**src/fcs_pkg.sv**
```systemverilog
// Package with constants, encodings and state types for the command string executor.
package fcs_pkg;
    localparam int          ADDR_W        = 16;
    localparam int          MAX_STR       = 9;
    localparam logic [3:0]  BC_EXEC       = 4'h0;
    localparam logic [3:0]  BC_LOAD       = 4'h1;
    localparam logic [3:0]  OP_RDALL      = 4'h0;
    localparam logic [3:0]  OP_WRITE      = 4'h1;
    localparam logic [3:0]  OP_READ       = 4'h2;
    localparam logic [3:0]  OP_FORMAT     = 4'h3;
    localparam logic [3:0]  OP_VERIFY     = 4'h4;
    localparam logic [3:0]  OP_DELMARK    = 4'h5;
    localparam logic [3:0]  OP_LOG_FIRST  = 4'h7;
    localparam logic [3:0]  OP_LOG_LAST   = 4'hB;
    localparam logic [3:0]  OP_LOG_OFFSET = 4'h6;
    localparam logic [7:0]  MAX_TRACK     = 8'h4C;
    localparam logic [7:0]  MIN_SECTOR    = 8'h01;
    localparam logic [7:0]  MAX_SECTOR    = 8'h1A;
    localparam logic [7:0]  ST_OK         = 8'h01;
    localparam logic [7:0]  ST_STRING     = 8'hC0;
    localparam logic [7:0]  ST_OPER       = 8'hA0;
    localparam logic [7:0]  ST_HARD       = 8'h90;
    localparam logic [3:0]  E_STATUS      = 4'h1;
    localparam logic [3:0]  E_NODRV       = 4'h2;
    localparam logic [3:0]  E_MULTI       = 4'h3;
    localparam logic [3:0]  E_OP          = 4'h4;
    localparam logic [3:0]  E_TRACK       = 4'h5;
    localparam logic [3:0]  E_SECTOR      = 4'h6;
    localparam logic [3:0]  E_BUFFER      = 4'h7;
    localparam logic [3:0]  E_LTRACK      = 4'h8;
    localparam logic [3:0]  E_NOTRDY      = 4'h1;
    localparam logic [3:0]  E_HWPROT      = 4'h2;
    localparam logic [3:0]  E_SWPROT      = 4'h3;
    localparam logic [3:0]  E_INOP        = 4'h1;
    localparam logic [3:0]  E_SEEK        = 4'h2;
    localparam logic [3:0]  E_NOTFOUND    = 4'h3;
    localparam logic [3:0]  E_IDCRC       = 4'h4;
    localparam logic [3:0]  E_IDFMT       = 4'h5;
    localparam logic [3:0]  E_DATACRC     = 4'h6;
    localparam logic [3:0]  E_DELETED     = 4'h7;
    localparam logic [3:0]  RETRY_LIMIT   = 4'hA;
    localparam logic [1:0]  REV_LIMIT     = 2'h2;
    localparam logic [7:0]  RDALL_BYTES   = 8'h80;
    localparam logic [7:0]  SECTOR_BYTES  = 8'h80;
    localparam int          MS_NS         = 1000000;
    localparam int          CLK_NS        = 100;
    localparam int          MS_CYC        = MS_NS / CLK_NS;
    localparam logic [ADDR_W-1:0] PTR_RESET = 16'h0000;
    localparam int          FIFO_W        = 8;
    localparam int          FIFO_D        = 4;
    typedef enum logic [4:0] {
        S_IDLE, S_PTR_LO, S_PTR_HI, S_FETCH_REQ, S_FETCH_WAIT, S_CHECK,
        S_SEEK, S_SEEK_WAIT, S_DELAY, S_DISK_REQ, S_DISK_WAIT, S_XFER,
        S_STATUS_REQ, S_STATUS_WAIT, S_DONE
    } fcs_state_t;
endpackage : fcs_pkg

```
**src/fcs_fifo.sv**
```systemverilog
// Small synchronous FIFO with valid and ready on both sides.
`timescale 1ns/10ps
`default_nettype none
module fcs_fifo #(
    parameter int WIDTH = 8,
    parameter int DEPTH = 4
) (
    // Clock and reset.
    input  wire logic             mclk,
    input  wire logic             sys_rst,
    // Fill side.
    input  wire logic             in_valid,
    output logic                  in_ready,
    input  wire logic [WIDTH-1:0] in_data,
    // Drain side.
    output logic                  out_valid,
    input  wire logic             out_ready,
    output logic [WIDTH-1:0]      out_data
);
    localparam int AW = $clog2(DEPTH);
    logic [WIDTH-1:0] mem [DEPTH];
    logic [AW-1:0]    wr_ptr;
    logic [AW-1:0]    rd_ptr;
    logic [AW:0]      count;
    wire              do_wr = in_valid && in_ready;
    wire              do_rd = out_valid && out_ready;

    // Full and empty come straight from the fill count.
    assign in_ready  = (count != (AW+1)'(DEPTH));
    assign out_valid = (count != '0);
    assign out_data  = mem[rd_ptr];

    // Pointers and count.
    always_ff @(posedge mclk or posedge sys_rst) begin
        if (sys_rst) begin
            wr_ptr <= '0;
            rd_ptr <= '0;
            count  <= '0;
        end else begin
            if (do_wr) wr_ptr <= (wr_ptr == AW'(DEPTH-1)) ? '0 : wr_ptr + 1'b1;
            if (do_rd) rd_ptr <= (rd_ptr == AW'(DEPTH-1)) ? '0 : rd_ptr + 1'b1;
            count <= count + (AW+1)'(do_wr) - (AW+1)'(do_rd);
        end
    end

    // Storage, written without reset.
    always_ff @(posedge mclk) begin
        if (do_wr) mem[wr_ptr] <= in_data;
    end
endmodule : fcs_fifo
`default_nettype wire

```
**src/fcs_executor.sv**
```systemverilog
// Command string executor: byte port, pointers, string fetch, checks, disk sequencing, status.
`timescale 1ns/10ps
`default_nettype none
module fcs_executor (
    // Clock and reset.
    input  wire logic        mclk,
    input  wire logic        sys_rst,
    // Host byte command port.
    input  wire logic        cmd_strobe,
    input  wire logic [7:0]  cmd_byte,
    // DMA master port into host memory.
    output logic             dma_req,
    output logic             dma_we,
    output logic [15:0]      dma_addr,
    output logic [7:0]       dma_wdata,
    input  wire logic        dma_ack,
    input  wire logic [7:0]  dma_rdata,
    // Drive status inputs.
    input  wire logic [3:0]  drv_ready,
    input  wire logic [3:0]  drv_hw_protect,
    input  wire logic [3:0]  drv_sw_protect,
    input  wire logic        index_pulse,
    // Disk channel control.
    output logic             seek_start,
    output logic [7:0]       seek_track,
    input  wire logic        seek_done,
    input  wire logic        seek_ok,
    output logic             disk_start,
    output logic [3:0]       disk_op,
    output logic [3:0]       disk_drive,
    output logic [7:0]       disk_sector,
    output logic [15:0]      disk_id_track,
    input  wire logic        disk_done,
    input  wire logic [3:0]  disk_fault,
    // Disk data stream into the controller.
    input  wire logic        rd_valid,
    output logic             rd_ready,
    input  wire logic [7:0]  rd_data,
    // Disk data stream out of the controller.
    output logic             wr_valid,
    input  wire logic        wr_ready,
    output logic [7:0]       wr_data,
    // Status of the executor.
    output logic             busy
);
    // ****************************************************************
    // Declarations
    // ****************************************************************
    fcs_pkg::fcs_state_t   state;
    logic [15:0]           ptr [16];
    logic [3:0]            ptr_sel;
    logic [7:0]            ptr_lo;
    logic [7:0]            str [fcs_pkg::MAX_STR];
    logic [3:0]            idx;
    logic [3:0]            fetch_len;
    logic [15:0]           base;
    logic [7:0]            status;
    logic [3:0]            retries;
    logic [1:0]            revs;
    logic [7:0]            xcount;
    logic [16:0]           ms_cnt;
    logic [7:0]            ms_left;
    logic [7:0]            fifo_out;
    logic                  fifo_ovalid;
    logic                  fifo_iready;

    // ****************************************************************
    // Decoding of the fetched string
    // ****************************************************************
    wire [3:0]  opc      = str[0][7:4];
    wire [3:0]  drv      = str[0][3:0];
    wire        is_log   = (opc >= fcs_pkg::OP_LOG_FIRST) && (opc <= fcs_pkg::OP_LOG_LAST);
    wire [3:0]  base_op  = is_log ? opc - fcs_pkg::OP_LOG_OFFSET : opc;
    wire        uses_buf = (base_op == fcs_pkg::OP_RDALL) || (base_op == fcs_pkg::OP_WRITE)
                           || (base_op == fcs_pkg::OP_READ);
    wire        uses_sec = (base_op != fcs_pkg::OP_RDALL) && (base_op != fcs_pkg::OP_FORMAT);
    wire [3:0]  base_len = uses_buf ? 4'd7 : (uses_sec ? 4'd5 : 4'd4);
    wire [3:0]  lt_idx   = base_len;
    wire [15:0] log_trk  = {str[lt_idx], str[lt_idx+4'd1]};
    wire [15:0] buf_addr = {str[6], str[5]};
    wire        one_hot  = (drv != 4'h0) && ((drv & (drv - 4'h1)) == 4'h0);
    wire        is_write = (base_op == fcs_pkg::OP_WRITE) || (base_op == fcs_pkg::OP_FORMAT)
                           || (base_op == fcs_pkg::OP_DELMARK);
    wire        valid_op = (opc <= fcs_pkg::OP_DELMARK) || is_log;
    wire [7:0]  chk;

    // Opcode tells the fetcher how many bytes the string holds.
    wire [3:0]  hdr_op   = str[0][7:4];
    wire        hdr_log  = (hdr_op >= fcs_pkg::OP_LOG_FIRST) && (hdr_op <= fcs_pkg::OP_LOG_LAST);
    wire [3:0]  need_len = (idx == 4'd0) ? 4'd4 : (base_len + (hdr_log ? 4'd2 : 4'd0));

    // String and drive checks in the documented priority, first failure wins.
    assign chk =
        (str[1] != 8'h00)                                   ? (fcs_pkg::ST_STRING | {4'h0, fcs_pkg::E_STATUS}) :
        (drv == 4'h0)                                       ? (fcs_pkg::ST_STRING | {4'h0, fcs_pkg::E_NODRV})  :
        !one_hot                                            ? (fcs_pkg::ST_STRING | {4'h0, fcs_pkg::E_MULTI})  :
        !valid_op                                           ? (fcs_pkg::ST_STRING | {4'h0, fcs_pkg::E_OP})     :
        (str[2] != 8'h00 || str[3] > fcs_pkg::MAX_TRACK)    ? (fcs_pkg::ST_STRING | {4'h0, fcs_pkg::E_TRACK})  :
        (uses_sec && (str[4] < fcs_pkg::MIN_SECTOR || str[4] > fcs_pkg::MAX_SECTOR))
                                                            ? (fcs_pkg::ST_STRING | {4'h0, fcs_pkg::E_SECTOR}) :
        (uses_buf && buf_addr[15])                          ? (fcs_pkg::ST_STRING | {4'h0, fcs_pkg::E_BUFFER}) :
        (is_log && (log_trk[15:8] != 8'h00 || log_trk[7:0] > fcs_pkg::MAX_TRACK))
                                                            ? (fcs_pkg::ST_STRING | {4'h0, fcs_pkg::E_LTRACK}) :
        ((drv_ready & drv) == 4'h0)                         ? (fcs_pkg::ST_OPER | {4'h0, fcs_pkg::E_NOTRDY})   :
        (is_write && (drv_hw_protect & drv) != 4'h0)        ? (fcs_pkg::ST_OPER | {4'h0, fcs_pkg::E_HWPROT})   :
        (is_write && (drv_sw_protect & drv) != 4'h0)        ? (fcs_pkg::ST_OPER | {4'h0, fcs_pkg::E_SWPROT})   :
        8'h00;

    wire        ms_tick  = (ms_cnt == 17'(fcs_pkg::MS_CYC - 1));
    wire        xfer_len_done = (xcount == (base_op == fcs_pkg::OP_RDALL ? fcs_pkg::RDALL_BYTES
                                                                          : fcs_pkg::SECTOR_BYTES));
    wire        reads_host = (base_op == fcs_pkg::OP_WRITE);
    wire        writes_host = (base_op == fcs_pkg::OP_RDALL) || (base_op == fcs_pkg::OP_READ);
    wire        retry_crc = (disk_fault == fcs_pkg::E_DATACRC) && (retries < fcs_pkg::RETRY_LIMIT - 4'd1);
    wire        retry_nf  = (disk_fault == fcs_pkg::E_NOTFOUND) && (revs < fcs_pkg::REV_LIMIT - 2'd1);
    // A disk byte is stored only on a completed handshake, so a byte held by the channel is never taken twice.
    wire        rd_take   = rd_valid && rd_ready;

    // ****************************************************************
    // Disk read buffer between the channel and host DMA writes
    // ****************************************************************
    fcs_fifo #(.WIDTH(fcs_pkg::FIFO_W), .DEPTH(fcs_pkg::FIFO_D)) u_fifo (
        .mclk      (mclk),
        .sys_rst   (sys_rst),
        .in_valid  (rd_take),
        .in_ready  (fifo_iready),
        .in_data   (rd_data),
        .out_valid (fifo_ovalid),
        .out_ready (state == fcs_pkg::S_XFER && writes_host && dma_req && dma_ack),
        .out_data  (fifo_out)
    );

    // Readiness to the disk channel, registered.
    always_ff @(posedge mclk or posedge sys_rst) begin
        if (sys_rst) rd_ready <= 1'b0;
        else         rd_ready <= fifo_iready && !(rd_valid && rd_ready);
    end

    // ****************************************************************
    // Main sequencer
    // ****************************************************************
    always_ff @(posedge mclk or posedge sys_rst) begin
        if (sys_rst) begin
            state <= fcs_pkg::S_IDLE;
            for (int i = 0; i < 16; i++) ptr[i] <= fcs_pkg::PTR_RESET;
            for (int i = 0; i < fcs_pkg::MAX_STR; i++) str[i] <= 8'h00;
            ptr_sel <= 4'h0; ptr_lo <= 8'h00; idx <= 4'h0; fetch_len <= 4'h0;
            base <= 16'h0000; status <= 8'h00; retries <= 4'h0; revs <= 2'h0;
            xcount <= 8'h00; ms_cnt <= 17'h0; ms_left <= 8'h00;
            dma_req <= 1'b0; dma_we <= 1'b0; dma_addr <= 16'h0000; dma_wdata <= 8'h00;
            seek_start <= 1'b0; seek_track <= 8'h00; disk_start <= 1'b0; disk_op <= 4'h0;
            disk_drive <= 4'h0; disk_sector <= 8'h00; disk_id_track <= 16'h0000;
            wr_valid <= 1'b0; wr_data <= 8'h00; busy <= 1'b0;
        end else begin
            seek_start <= 1'b0;
            disk_start <= 1'b0;
            case (state)
                fcs_pkg::S_IDLE: begin
                    busy <= 1'b0;
                    if (cmd_strobe) begin
                        ptr_sel <= cmd_byte[3:0];
                        if (cmd_byte[7:4] == fcs_pkg::BC_LOAD) state <= fcs_pkg::S_PTR_LO;
                        else if (cmd_byte[7:4] == fcs_pkg::BC_EXEC) begin
                            base  <= ptr[cmd_byte[3:0]];
                            idx   <= 4'h0;
                            busy  <= 1'b1;
                            state <= fcs_pkg::S_FETCH_REQ;
                        end
                    end
                end
                fcs_pkg::S_PTR_LO: if (cmd_strobe) begin
                    ptr_lo <= cmd_byte;
                    state  <= fcs_pkg::S_PTR_HI;
                end
                fcs_pkg::S_PTR_HI: if (cmd_strobe) begin
                    ptr[ptr_sel] <= {cmd_byte, ptr_lo};
                    state        <= fcs_pkg::S_IDLE;
                end
                fcs_pkg::S_FETCH_REQ: begin
                    dma_req   <= 1'b1;
                    dma_we    <= 1'b0;
                    dma_addr  <= base + 16'(idx);
                    fetch_len <= need_len;
                    state     <= fcs_pkg::S_FETCH_WAIT;
                end
                fcs_pkg::S_FETCH_WAIT: if (dma_ack) begin
                    dma_req  <= 1'b0;
                    str[idx] <= dma_rdata;
                    idx      <= idx + 4'h1;
                    if (idx + 4'h1 >= fetch_len && idx != 4'h0) state <= fcs_pkg::S_CHECK;
                    else state <= fcs_pkg::S_FETCH_REQ;
                end
                fcs_pkg::S_CHECK: begin
                    if (idx < need_len && valid_op) state <= fcs_pkg::S_FETCH_REQ;
                    else if (chk != 8'h00) begin
                        status <= chk;
                        state  <= fcs_pkg::S_STATUS_REQ;
                    end else begin
                        retries    <= 4'h0;
                        revs       <= 2'h0;
                        seek_track <= str[3];
                        seek_start <= 1'b1;
                        state      <= fcs_pkg::S_SEEK_WAIT;
                    end
                end
                fcs_pkg::S_SEEK_WAIT: if (seek_done) begin
                    if (seek_ok) begin
                        retries <= 4'h0;
                        ms_left <= str[4];
                        ms_cnt  <= 17'h0;
                        state   <= (base_op == fcs_pkg::OP_RDALL) ? fcs_pkg::S_DELAY : fcs_pkg::S_DISK_REQ;
                    end else if (retries < fcs_pkg::RETRY_LIMIT - 4'd1) begin
                        retries    <= retries + 4'h1;
                        seek_start <= 1'b1;
                    end else begin
                        status <= fcs_pkg::ST_HARD | {4'h0, fcs_pkg::E_SEEK};
                        state  <= fcs_pkg::S_STATUS_REQ;
                    end
                end
                fcs_pkg::S_DELAY: begin
                    if (index_pulse && ms_cnt == 17'h0 && ms_left == str[4]) ms_cnt <= 17'h1;
                    else if (ms_cnt != 17'h0 || ms_left != str[4]) ms_cnt <= ms_tick ? 17'h0 : ms_cnt + 17'h1;
                    if (ms_left == 8'h00 && (index_pulse || ms_cnt != 17'h0 || str[4] != 8'h00))
                        state <= fcs_pkg::S_DISK_REQ;
                    else if (ms_tick) ms_left <= ms_left - 8'h01;
                end
                fcs_pkg::S_DISK_REQ: begin
                    disk_start    <= 1'b1;
                    disk_op       <= base_op;
                    disk_drive    <= drv;
                    disk_sector   <= str[4];
                    disk_id_track <= is_log ? log_trk : {str[2], str[3]};
                    xcount        <= 8'h00;
                    dma_addr      <= buf_addr;
                    state         <= reads_host ? fcs_pkg::S_XFER : fcs_pkg::S_DISK_WAIT;
                end
                fcs_pkg::S_XFER: begin
                    if (reads_host) begin
                        if (wr_valid && wr_ready) begin
                            wr_valid <= 1'b0;
                            xcount   <= xcount + 8'h01;
                            dma_addr <= dma_addr + 16'h0001;
                        end else if (!wr_valid && !dma_req && !xfer_len_done) dma_req <= 1'b1;
                        else if (dma_req && dma_ack) begin
                            dma_req  <= 1'b0;
                            wr_data  <= dma_rdata;
                            wr_valid <= 1'b1;
                        end
                        if (xfer_len_done) state <= fcs_pkg::S_DISK_WAIT;
                    end else begin
                        if (dma_req && dma_ack) begin
                            dma_req  <= 1'b0;
                            xcount   <= xcount + 8'h01;
                            dma_addr <= dma_addr + 16'h0001;
                        end else if (!dma_req && fifo_ovalid && !xfer_len_done) begin
                            dma_req   <= 1'b1;
                            dma_we    <= 1'b1;
                            dma_wdata <= fifo_out;
                        end
                        if (xfer_len_done && !dma_req) begin
                            dma_we <= 1'b0;
                            status <= fcs_pkg::ST_OK;
                            state  <= fcs_pkg::S_STATUS_REQ;
                        end
                    end
                end
                fcs_pkg::S_DISK_WAIT: if (disk_done) begin
                    if (disk_fault == 4'h0) begin
                        status <= fcs_pkg::ST_OK;
                        state  <= writes_host ? fcs_pkg::S_XFER : fcs_pkg::S_STATUS_REQ;
                        xcount <= 8'h00;
                    end else if (retry_crc) begin
                        retries <= retries + 4'h1;
                        state   <= fcs_pkg::S_DISK_REQ;
                    end else if (retry_nf) begin
                        revs  <= revs + 2'h1;
                        state <= fcs_pkg::S_DISK_REQ;
                    end else begin
                        status <= fcs_pkg::ST_HARD | {4'h0, disk_fault};
                        state  <= fcs_pkg::S_STATUS_REQ;
                    end
                end
                fcs_pkg::S_STATUS_REQ: begin
                    dma_req   <= 1'b1;
                    dma_we    <= 1'b1;
                    dma_addr  <= base + 16'h0001;
                    dma_wdata <= status;
                    state     <= fcs_pkg::S_STATUS_WAIT;
                end
                fcs_pkg::S_STATUS_WAIT: if (dma_ack) begin
                    dma_req <= 1'b0;
                    dma_we  <= 1'b0;
                    state   <= fcs_pkg::S_DONE;
                end
                fcs_pkg::S_DONE: begin
                    busy  <= 1'b0;
                    state <= fcs_pkg::S_IDLE;
                end
                default: state <= fcs_pkg::S_IDLE;
            endcase
        end
    end
endmodule : fcs_executor
`default_nettype wire

```
**config.mk**
```make
export PLATFORM = sky130hd
export DESIGN_NAME = fcs_executor
export DESIGN_NICKNAME = d
export VERILOG_FILES = /design/src/fcs_pkg.sv /design/src/fcs_fifo.sv /design/src/fcs_executor.sv
export SDC_FILE = /design/constraint.sdc
export NUM_CORES = 1
export LEC_CHECK = 0
export BUFFER_PORTS_ARGS = -buffer_cell sky130_fd_sc_hd__buf_2
export CORE_UTILIZATION = 45
export CTS_CLUSTER_DIAMETER = 120
export DETAILED_ROUTE_END_ITERATION = 6
export SETUP_SLACK_MARGIN = 0.3
export SLEW_MARGIN = 20
export SYNTH_ARGS = -nofsm -noshare
export SYNTH_HDL_FRONTEND = slang
export SYNTH_SLANG_ARGS = --single-unit
```
**constraint.sdc**
```tcl
create_clock -name mclk -period 30.8 [get_ports mclk]
set_input_delay 1.54 -clock mclk [delete_from_list [all_inputs] [get_ports mclk]]
set_output_delay 1.54 -clock mclk [all_outputs]
set_load 0.1 [all_outputs]
```
* Yosys cells after proc, flatten, opt, wreduce, memory -nomap -nowiden
Memory sizes are Yosys's and may differ from the RTL's. Cells that the tools add are included.
Storage, ports and cells: flip-flop bits (word level) 502, bits in writable memories 32, input port bits 50, logic and storage cells 425, memories 1
Cells by class: add/subtract/negate cells 17, order comparisons 18, equality and inequality tests 72, mux-type cells 145, bitwise operators 14, reductions and logical operators 103
Memories:
- u_fifo.mem | depth 4, bits a word 8, read ports 1, clocked after Yosys merged registers in 0, wr ports 1, line fcs_fifo.sv:21 | logic [WIDTH-1:0] mem [DEPTH];
Operators by type and width (count):
- two-way mux 8 bit | 39
- bitwise mux 256 bit | 1
- two-way mux 16 bit | 7
- two-way mux 17 bit | 5
- two-way mux 5 bit | 15
- bitwise mux 72 bit | 1
- case mux 5 bit (13 select lines) | 1
- binary-select mux 16 bit (select 4 bit) | 1
- binary-select mux 8 bit (select 4 bit) | 2
- demux 16 bit (select 4 bit) | 1
- two-way mux 4 bit | 16
- case mux 16 bit (4 select lines) | 1
- inequality test 2 bit (second input constant) | 26
- nonzero test 8 bit | 5
- equality test 5 x 4 -> 1 bit (second input constant) | 7
- case mux 17 bit (2 select lines) | 1
- adder 16 x 1 -> 16 bit (second input constant) | 2
- demux 8 bit (select 4 bit) | 1
- case mux 8 bit (2 select lines) | 2
- case mux 8 bit (4 select lines) | 1
- nonzero test 4 bit | 8
- logical AND 1 bit | 31
- AND reduction 5 bit | 6
- logical NOT 4 bit | 7
- other kinds (70) | 182

* Logic depth before layout (Yosys ltp)
Gate-level depths: netlist of the first run.
depth after elaboration 27, depth in mapped cells 16, gate-level depth less buffers 14

* Hierarchy
From an unflattened synthesis of the first run, not the netlist that was laid out.
Unflattened totals: cells, all modules 2163, area total of the unflattened synthesis 26455.4 um^2
By module, submodules not included:
- fcs_executor | instances 1, cells each 2082, area an instance 24860.1 um^2
- fcs_fifo | instances 1, cells each 81, area an instance 1595.3 um^2

* Worst setup path after synthesis of the first run
Ideal clock, no wire load.
path kind input port to flip-flop, start in cmd_byte[0], end reg base[0], setup time 0.125 ns, arrival time 3.694 ns, required time 30.675 ns, slack 26.981 ns, cell stages on the path 5, cell sequence clkbuf_1 > buf_1 > mux4_2 > mux4_2 > mux2_2
Between the ends: cells in the longest elaborated chain, start to end 4
RTL lines:
- start: declaration | line fcs_executor.sv:10 | input wire logic [7:0] cmd_byte,
- inverter 4 -> 5 bit (implied by the code) | line fcs_executor.sv:164 | base <= ptr[cmd_byte[3:0]];
- binary-select mux 16 bit (select 4 bit) | line fcs_executor.sv:164
- two-way mux 16 bit (implied by the code) (2 in a row) | line fcs_executor.sv:164
- end signal: assignment | line fcs_executor.sv:164
- end: declaration | line fcs_executor.sv:56 | logic [15:0] base;
Every way passes these cells. The select of a mux whose other input is x is not followed. A chain may end at the register's enable or synchronous reset.

* Final worst setup path of the first run
start reg str, in the netlist hdr_op[2], end reg seek_track[3]
Between the ends: elaborated cells on any way between the ends 58, classes of those cells 3 x add/sub; 5 x order compare; 5 x eq/ne; 22 x mux; 4 x bitwise; 19 x reduce/logical
RTL lines:
- start: declaration | line fcs_executor.sv:53 | logic [7:0] str [fcs_pkg::MAX_STR];
- start signal: indexed assignment | line fcs_executor.sv:188 | str[idx] <= dma_rdata;
- greater-or-equal comparator 4 x 3 -> 1 bit / less-or-equal comparator 4 bit (equally long branches) | line fcs_executor.sv:72, fcs_executor.sv:89
- logical AND 1 bit | line fcs_executor.sv:72, fcs_executor.sv:89
- two-way mux 4 bit | line fcs_executor.sv:73 | wire [3:0] base_op = is_log ? opc - fcs_pkg::OP_LOG_OFFSET : opc;
- inequality test 4 x 2 -> 1 bit (tied with other cells) | line fcs_executor.sv:76 | wire uses_sec = (base_op != fcs_pkg::OP_RDALL) && (base_op != fcs_pkg::OP_FORMAT);
- logical AND 1 bit / logical OR 1 bit (equally long branches) | line fcs_executor.sv:76, fcs_executor.sv:74
- two-way mux 1 bit / logical OR 1 bit (equally long branches) | line fcs_executor.sv:77, fcs_executor.sv:75
- two-way mux 2 bit | line fcs_executor.sv:77 | wire [3:0] base_len = uses_buf ? 4'd7 : (uses_sec ? 4'd5 : 4'd4);
- adder 3 x 2 -> 4 bit (*) | line fcs_executor.sv:90 | wire [3:0] need_len = (idx == 4'd0) ? 4'd4 : (base_len + (hdr_log ? 4'd2 : 4'd0));
- two-way mux 4 bit (*) | line fcs_executor.sv:90
- named net need_len[3] | line fcs_executor.sv:90
- less-than comparator 4 bit (*) | line fcs_executor.sv:194 | if (idx < need_len && valid_op) state <= fcs_pkg::S_FETCH_REQ;
- logical AND 1 bit (*) | line fcs_executor.sv:194
- inverter 1 bit (no source line) (*)
- AND reduction 3 bit (no source line) (*)
- end signal: assignment | line fcs_executor.sv:201 | seek_track <= str[3];
- end: declaration | line fcs_executor.sv:25 | output logic [7:0] seek_track,
Mark *: on every way through the listed nets, which the timed path passes. The rest lies on a longest branch. The select of a mux whose other input is x is not followed.

==> results of run 1 <==
## cells by family after synthesis
kind of cell	Yosys count	share of synthesized area [%]
flops	533	51.91
simple gates	529	9.634
mux	488	24.87
compound gates	312	7.728
buf+inv	179	2.627
xor+xnor	44	1.482
fa+ha+maj	35	1.742
## flip-flops by register name (all words and copies together) (netlist names), 16 cells and up
signal         flops
ms_cnt            17
buf_addr          16
u_fifo.mem        32
base              16
disk_id_track     16
str               48
ptr              256
dma_addr          16
## layout make-up
type                            count  area (µm²)  area share (%)
Antenna cell                        2       5.005         0.01698
Clock buffer                       76        1618           5.490
Clock inverter                     29       407.9           1.384
Inverter                           48       187.7          0.6369
Multi-Input combinational cell   1408       11910           40.43
Sequential cell                   533       13500           45.80
Tap cell                          756       945.9           3.210
Timing Repair Buffer              156       893.4           3.032
## worst max-delay path, delay by kind of cell, from the launching register on
| kind | cells | cell delay, ns |
|---|---|---|
| simple gates | 4 | 0.72 |
| fa+ha+maj | 3 | 0.95 |
| compound gates | 3 | 1.40 |
| mux | 1 | 0.37 |
| buf+inv | 2 | 0.18 |
| flops | 1 | 0.71 |
## layout by cell type (no fill, tap or decap), drive strengths merged, types with 10 or more instances in the layout
cell	instances
a21oi	45
a222oi	15
a31oi	19
and2	10
and3	16
buf	156
clkbuf	76
clkinv	13
dfrtp	501
edfxtp	32
ha	33
inv	51
mux2	385
mux2i	15
mux4	88
nand2	192
nand2b	28
nand3	50
nand4	10
nor2	118
nor2b	18
nor3	37
nor4	11
o21ai	129
o22ai	15
or3	11
xnor2	23
xor2	21
## worst min path at each step
stage / endpoint / cells after the start
3_5_place_dp: disk_drive[1]$_DFFE_PP0P_ / 2
5_1_grt: disk_sector[2]$_DFFE_PP0P_ / 2
4_1_cts: disk_drive[1]$_DFFE_PP0P_ / 2
2_1_floorplan: fetch_len[1]$_DFFE_PP0P_ / 2
6_report: disk_drive[3]$_DFFE_PP0P_ / 2
3_3_place_gp: disk_drive[3]$_DFFE_PP0P_ / 2
## layer usage
layer  track usage (%)  share of wire [%]  vias up  wire length, µm
met5                 0                  0        -                0
met1             30.98                 44     9086            29200
met2             38.95                 50      387            33130
li1                  -                  -     7918                -
met4             6.366                2.2        0             1476
met3             2.725                3.8       96             2533
## power groups by stage
stage	registers, mW	logic (mW)	clock network, mW
final	1.08	0.781	0.732
after global routing	1.11	0.847	0.778
after CTS	1.08	0.784	0.748
after detailed placement	1.09	0.781	0
after global placement	1.08	0.763	0
after floorplan	1.13	0.533	0
## cell usage after synthesis (15+ instances only)
cell type | instances | area share, %
dfrtp_1 | 501 | 48
mux2_2 | 377 | 16
nand2_1 | 189 | 2.7
o21ai_0 | 127 | 2.4
nor2_1 | 118 | 1.7
clkbuf_1 | 102 | 1.5
mux4_2 | 88 | 7.6
nand3_1 | 49 | 0.94
inv_1 | 47 | 0.68
a21oi_1 | 45 | 0.87
nor3_1 | 37 | 0.71
ha_1 | 33 | 1.6
edfxtp_1 | 32 | 3.7
nand2b_1 | 28 | 0.67
buf_1 | 25 | 0.36
xnor2_1 | 23 | 0.77
xor2_1 | 21 | 0.71
a31oi_1 | 19 | 0.46
nor2b_1 | 18 | 0.43
and3_1 | 16 | 0.38
a222oi_1 | 15 | 0.58
mux2i_1 | 15 | 0.58
o22ai_1 | 15 | 0.36
## per-stage QoR
step / util (%) / cells / power (mW)
after floorplan: - / 2120 / 1.668
after global placement: 48.28 / 2900 / 1.841
after detailed placement: 48.28 / 2900 / 1.868
after CTS: 51.86 / 3005 / 2.609
after global routing: 51.95 / 3006 / 2.734
final: 51.96 / 3008 / 2.591
==> flow_metrics.tcl, run 1 <==
set metrics [dict create \
    status "finished, violations left" \
    violations "design-rule violations" \
    clkTransAtPathRegs_ns 0.06 \
    drive_above_1_share_pct 33.64 \
    hpwl_um 43090 \
    cp-end-kind "flip-flop" \
    vdd_drop_max_v 0.00005545 \
    postCtsHoldBufs 0 \
    place_worst_setup_slack_ns 26.37 \
    synth_seq_area_share_pct 51.91 \
    fp.coreArea_um2 56710 \
    grt_first_pass_wirelength_um 105500 \
    cap_violations 0 \
    cts_buffer_depth 3 \
    place_congestion 0.8897 \
    post_cts_buffers 0 \
    grtUsageTotal_pct 22.93 \
    drt-initial-drc-count 1171 \
    htree_num_levels 2 \
    vias 17490 \
    nets 2289 \
    rr_worst_depth 13 \
    fill_cells 4970 \
    slew-limit-headroom_pct 28.00 \
    start_util_pct 45.85 \
    async_reset_ff_share_pct 94.00 \
    synth-seq-cells 533 \
    synthToLayoutAreaGrowth_pct 13.33 \
    crit_fanout 18 \
    io_pins 129 \
    fin_worst_skew_ns 0.02308 \
    io_buffers 128 \
    synthCells 2120 \
    grt_max_degree 190 \
    synth_edf_count 32 \
    min_period_ns 4.434 \
    hp-class "flip-flop to flip-flop" \
    p_clk_share_pct 28.3 \
    startpoint "hdr_op[2]$_DFFE_PP0P_" \
    netlist_area_um2 26000 \
    crit_required_ns 31.32 \
    cts.sinks 533 \
    ys_warn_count 0 \
    ctsRootBufferMaster "clkbuf_16" \
    antenna_found_initial 1 \
    swShare_pct 34.84 \
    internal-power_mw 1.688 \
    worst-slew-pin-transition_ns 1.072 \
    grt_pass1_vias 17630 \
    vias_per_cell 5.813 \
    wl_per_cell_um 22.05 \
    power_density_nw_per_um2 87.92 \
    clock_latency_ns 0.64 \
    fmax_ghz 0.2255 \
    hold_viol_final 0 \
    p_sw_uw 902.6 \
    cp-start-kind "flip-flop" \
    die_y_um 242.4 \
    avgSynthCellArea_um2 12.26 \
    critPathArrivalTime_ns 4.95 \
    placed_cell_area_um2 27380 \
    design_area_um2 29470 \
    crit_slowest_cell "o41ai_4" \
    finalSetupTns_ns 0 \
    r2r-end "seek_track[3]$_DFFE_PP0P_" \
    fin_crit_sh_pct 14.40 \
    dr.pass1.iters 7 \
    overflow 0 \
    worstHoldStart "disk_drive[3]$_DFFE_PP0P_" \
    cts_buffers 57 \
    crit_path_cell_trace "ha_1, o21a_1, o41ai_4, ha_1, and2_1, inv_1, ha_1, nor3_1, a21oi_1, inv_1, nor2_1, nand2_2, mux2_2" \
    p_leak_nw 13.45 \
    whs_ns 0.4700 \
    critPathKind "flip-flop to flip-flop" \
    p_seq_share_pct 41.6 \
    antenna_left 0 \
    r2r-start "hdr_op[2]$_DFFE_PP0P_" \
    ys.flop_type "dfrtp_1" \
    cpMostUsedCell "ha_1" \
    syn_nets 2205 \
    rsz0062_at_grt "no" \
    die_w_um 242.4 \
    rows 87 \
    setup_ws_ns 26.37 \
    finalWirelength_um 66340 \
    setup_viol 0 \
    dieArea_um2 58750 \
    max_stage_delay_ns 0.88 \
    synth_cell_types 79 \
    ctsResizeCount 0 \
    drc 2 \
    slew_viol_final 0 \
    critPathCapture "seek_track[3]$_DFFE_PP0P_" \
    reg2reg_setup_slack_ns 26.37 \
    tritoncts "yes" \
    combPwrFrac_pct 30.1 \
]
(Power assumes the default switching activity.)
==> run 2: changes to the inputs <==
==> constraint.sdc (replaced) <==
create_clock -name mclk -period 4.1 [get_ports mclk]
set_input_delay 0.205 -clock mclk [delete_from_list [all_inputs] [get_ports mclk]]
set_output_delay 0.205 -clock mclk [all_outputs]
set_load 0.1 [all_outputs]
==> flow_metrics.tcl, run 2 (same netlist as run 1, synthesis figures left out) <==
set metrics [dict create \
    rsz0062_at_grt "no" \
    ctsRootBufferMaster "clkbuf_16" \
    htree_num_levels 2 \
    finalSetupTns_ns 0 \
    synthToLayoutAreaGrowth_pct 14.35 \
    worst-slew-pin-transition_ns 1.184 \
    layout_common_cells "501 x dfrtp_1, 377 x mux2_2, 188 x nand2_1, 127 x buf_2, 126 x o21ai_0" \
    drt-initial-drc-count 1177 \
    grt_pass1_vias 17920 \
    place_congestion 0.8951 \
    cp-end-kind "flip-flop" \
    crit_required_ns 4.61 \
    tritoncts "yes" \
    hp-class "input port to flip-flop" \
    critPathKind "flip-flop to flip-flop" \
    clock_latency_ns 0.63 \
    finalWirelength_um 66430 \
    antenna_found_initial 1 \
    total_power_mw 19.26 \
    hold_viol_final 0 \
    cts_buffers 57 \
    grt_max_degree 115 \
    clkTransAtPathRegs_ns 0.06 \
    start_util_pct 45.85 \
    grtUsageTotal_pct 22.84 \
    slew_viol_final 0 \
    slew-limit-headroom_pct 21.04 \
    fin_worst_skew_ns 0.03119 \
    cts.sinks 533 \
    setup_viol 0 \
    min_period_ns 3.635 \
    drc 0 \
    io_pins 129 \
    cap_violations 0 \
    cp-start-kind "flip-flop" \
    hpwl_um 43950 \
    final_common_cell "dfrtp_1" \
    fp.coreArea_um2 56710 \
    diodes 0 \
    place_worst_setup_slack_ns 0.4301 \
    grt_first_pass_wirelength_um 105300 \
    rows 87 \
    io_buffers 128 \
    p_leak_nw 13.62 \
    critPathArrivalTime_ns 4.14 \
    antenna_left 0 \
    largestRegisters "ptr: 256 flops, str: 48 flops, u_fifo.mem: 32 flops" \
    dr.pass1.iters 7 \
    largest_reg_flops 256 \
    dieArea_um2 58750 \
    fmax_ghz 0.2751 \
    nets 2335 \
    overflow 0 \
    cts_buffer_depth 3 \
    die_y_um 242.4 \
    drive_above_1_share_pct 34.07 \
    die_w_um 242.4 \
    final_util_pct 52.43 \
    fin_crit_sh_pct 88.65 \
    status "complete, no violations" \
    setup_ws_ns 0.4654 \
    top_register "ptr" \
    vdd_drop_max_v 0.0004917 \
    whs_ns 0.04583 \
    crit_fanout 13 \
    power_density_nw_per_um2 647.9 \
    vias_per_cell 5.767 \
    vias 17610 \
    wl_per_cell_um 21.75 \
]
## run 2: cell count changes in the layout (fill, tap and decap cells not counted), moves of 5 or more
cell and delta:
buf_4 +30, bufinv_16 -5, buf_12 +6, clkbuf_1 +8, dlygate4sd3_1 +13
## run 2: layer usage
| layer | vias to the layer above | wire length [µm] | global-route usage (%) |
|---|---|---|---|
| met2 | 379 | 33060 | 38.77 |
| li1 | 7980 | - | - |
| met3 | 102 | 2519 | 2.836 |
| met1 | 9148 | 29300 | 30.99 |
| met4 | 2 | 1539 | 5.920 |
| met5 | - | 13 | 0 |
## run 2: path summary, 6_finish.rpt
check	startpoint	endpoint	slack [ns]	cells after the start
max in group asynchronous	sys_rst	disk_id_track[3]$_DFFE_PP0P_	2.63	4
min	dma_rdata[1]	str[57]$_DFFE_PP0P_	0.05	2
max reg2reg	hdr_op[1]$_DFFE_PP0P_	seek_track[3]$_DFFE_PP0P_	0.47	10
min reg2reg	disk_drive[0]$_DFFE_PP0P_	disk_drive[0]$_DFFE_PP0P_	0.47	2
min in group asynchronous	sys_rst	dma_addr[12]$_DFFE_PP0P_	0.31	3
max	hdr_op[1]$_DFFE_PP0P_	seek_track[3]$_DFFE_PP0P_	0.47	10
## run 2: power by group
| part | switching [mW] | leakage, nW | internal, mW |
|---|---|---|---|
| clock | 2.18 | 0.920 | 2.96 |
| combinational | 3.46 | 5.74 | 2.68 |
| sequential | 1.16 | 6.96 | 6.83 |
## run 2: stage by stage
step,area [µm²],std cells
2_1_floorplan,26000,2120
3_3_place_gp,27680,2932
3_5_place_dp,27680,2932
4_1_cts,29700,3052
5_1_grt,29730,3054
6_report,29730,3054
## run 2: layout make-up
| type | count | area, µm² |
|---|---|---|
| inverters | 48 | 183.9 |
| clock buffers | 83 | 1634 |
| well taps | 756 | 945.9 |
| multi-input cells | 1408 | 11900 |
| flip-flops and latches | 533 | 13500 |
| fillers | 4911 | 26980 |
| clock inverters | 24 | 256.5 |
| repair buffers | 202 | 1319 |
## run 2: worst max-delay path: stages (launching register included)
cell,delay [ns]
dfrtp_1,0.38
ha_1,0.37
and4bb_2,0.37
a21oi_1,0.15
buf_4,0.23
a222oi_1,0.45
and4_1,0.29
nand3_2,0.13
o31ai_4,0.48
nand2_2,0.30
mux2_2,0.35
## run 2: timing repair
action / CTS / global route
hold buffers: 13 / 0
setup endpoints to repair: 0 / 14
buffers inserted: 0 / 2
hold endpoints to repair: 63 / 0
gates resized for setup: 0 / 2
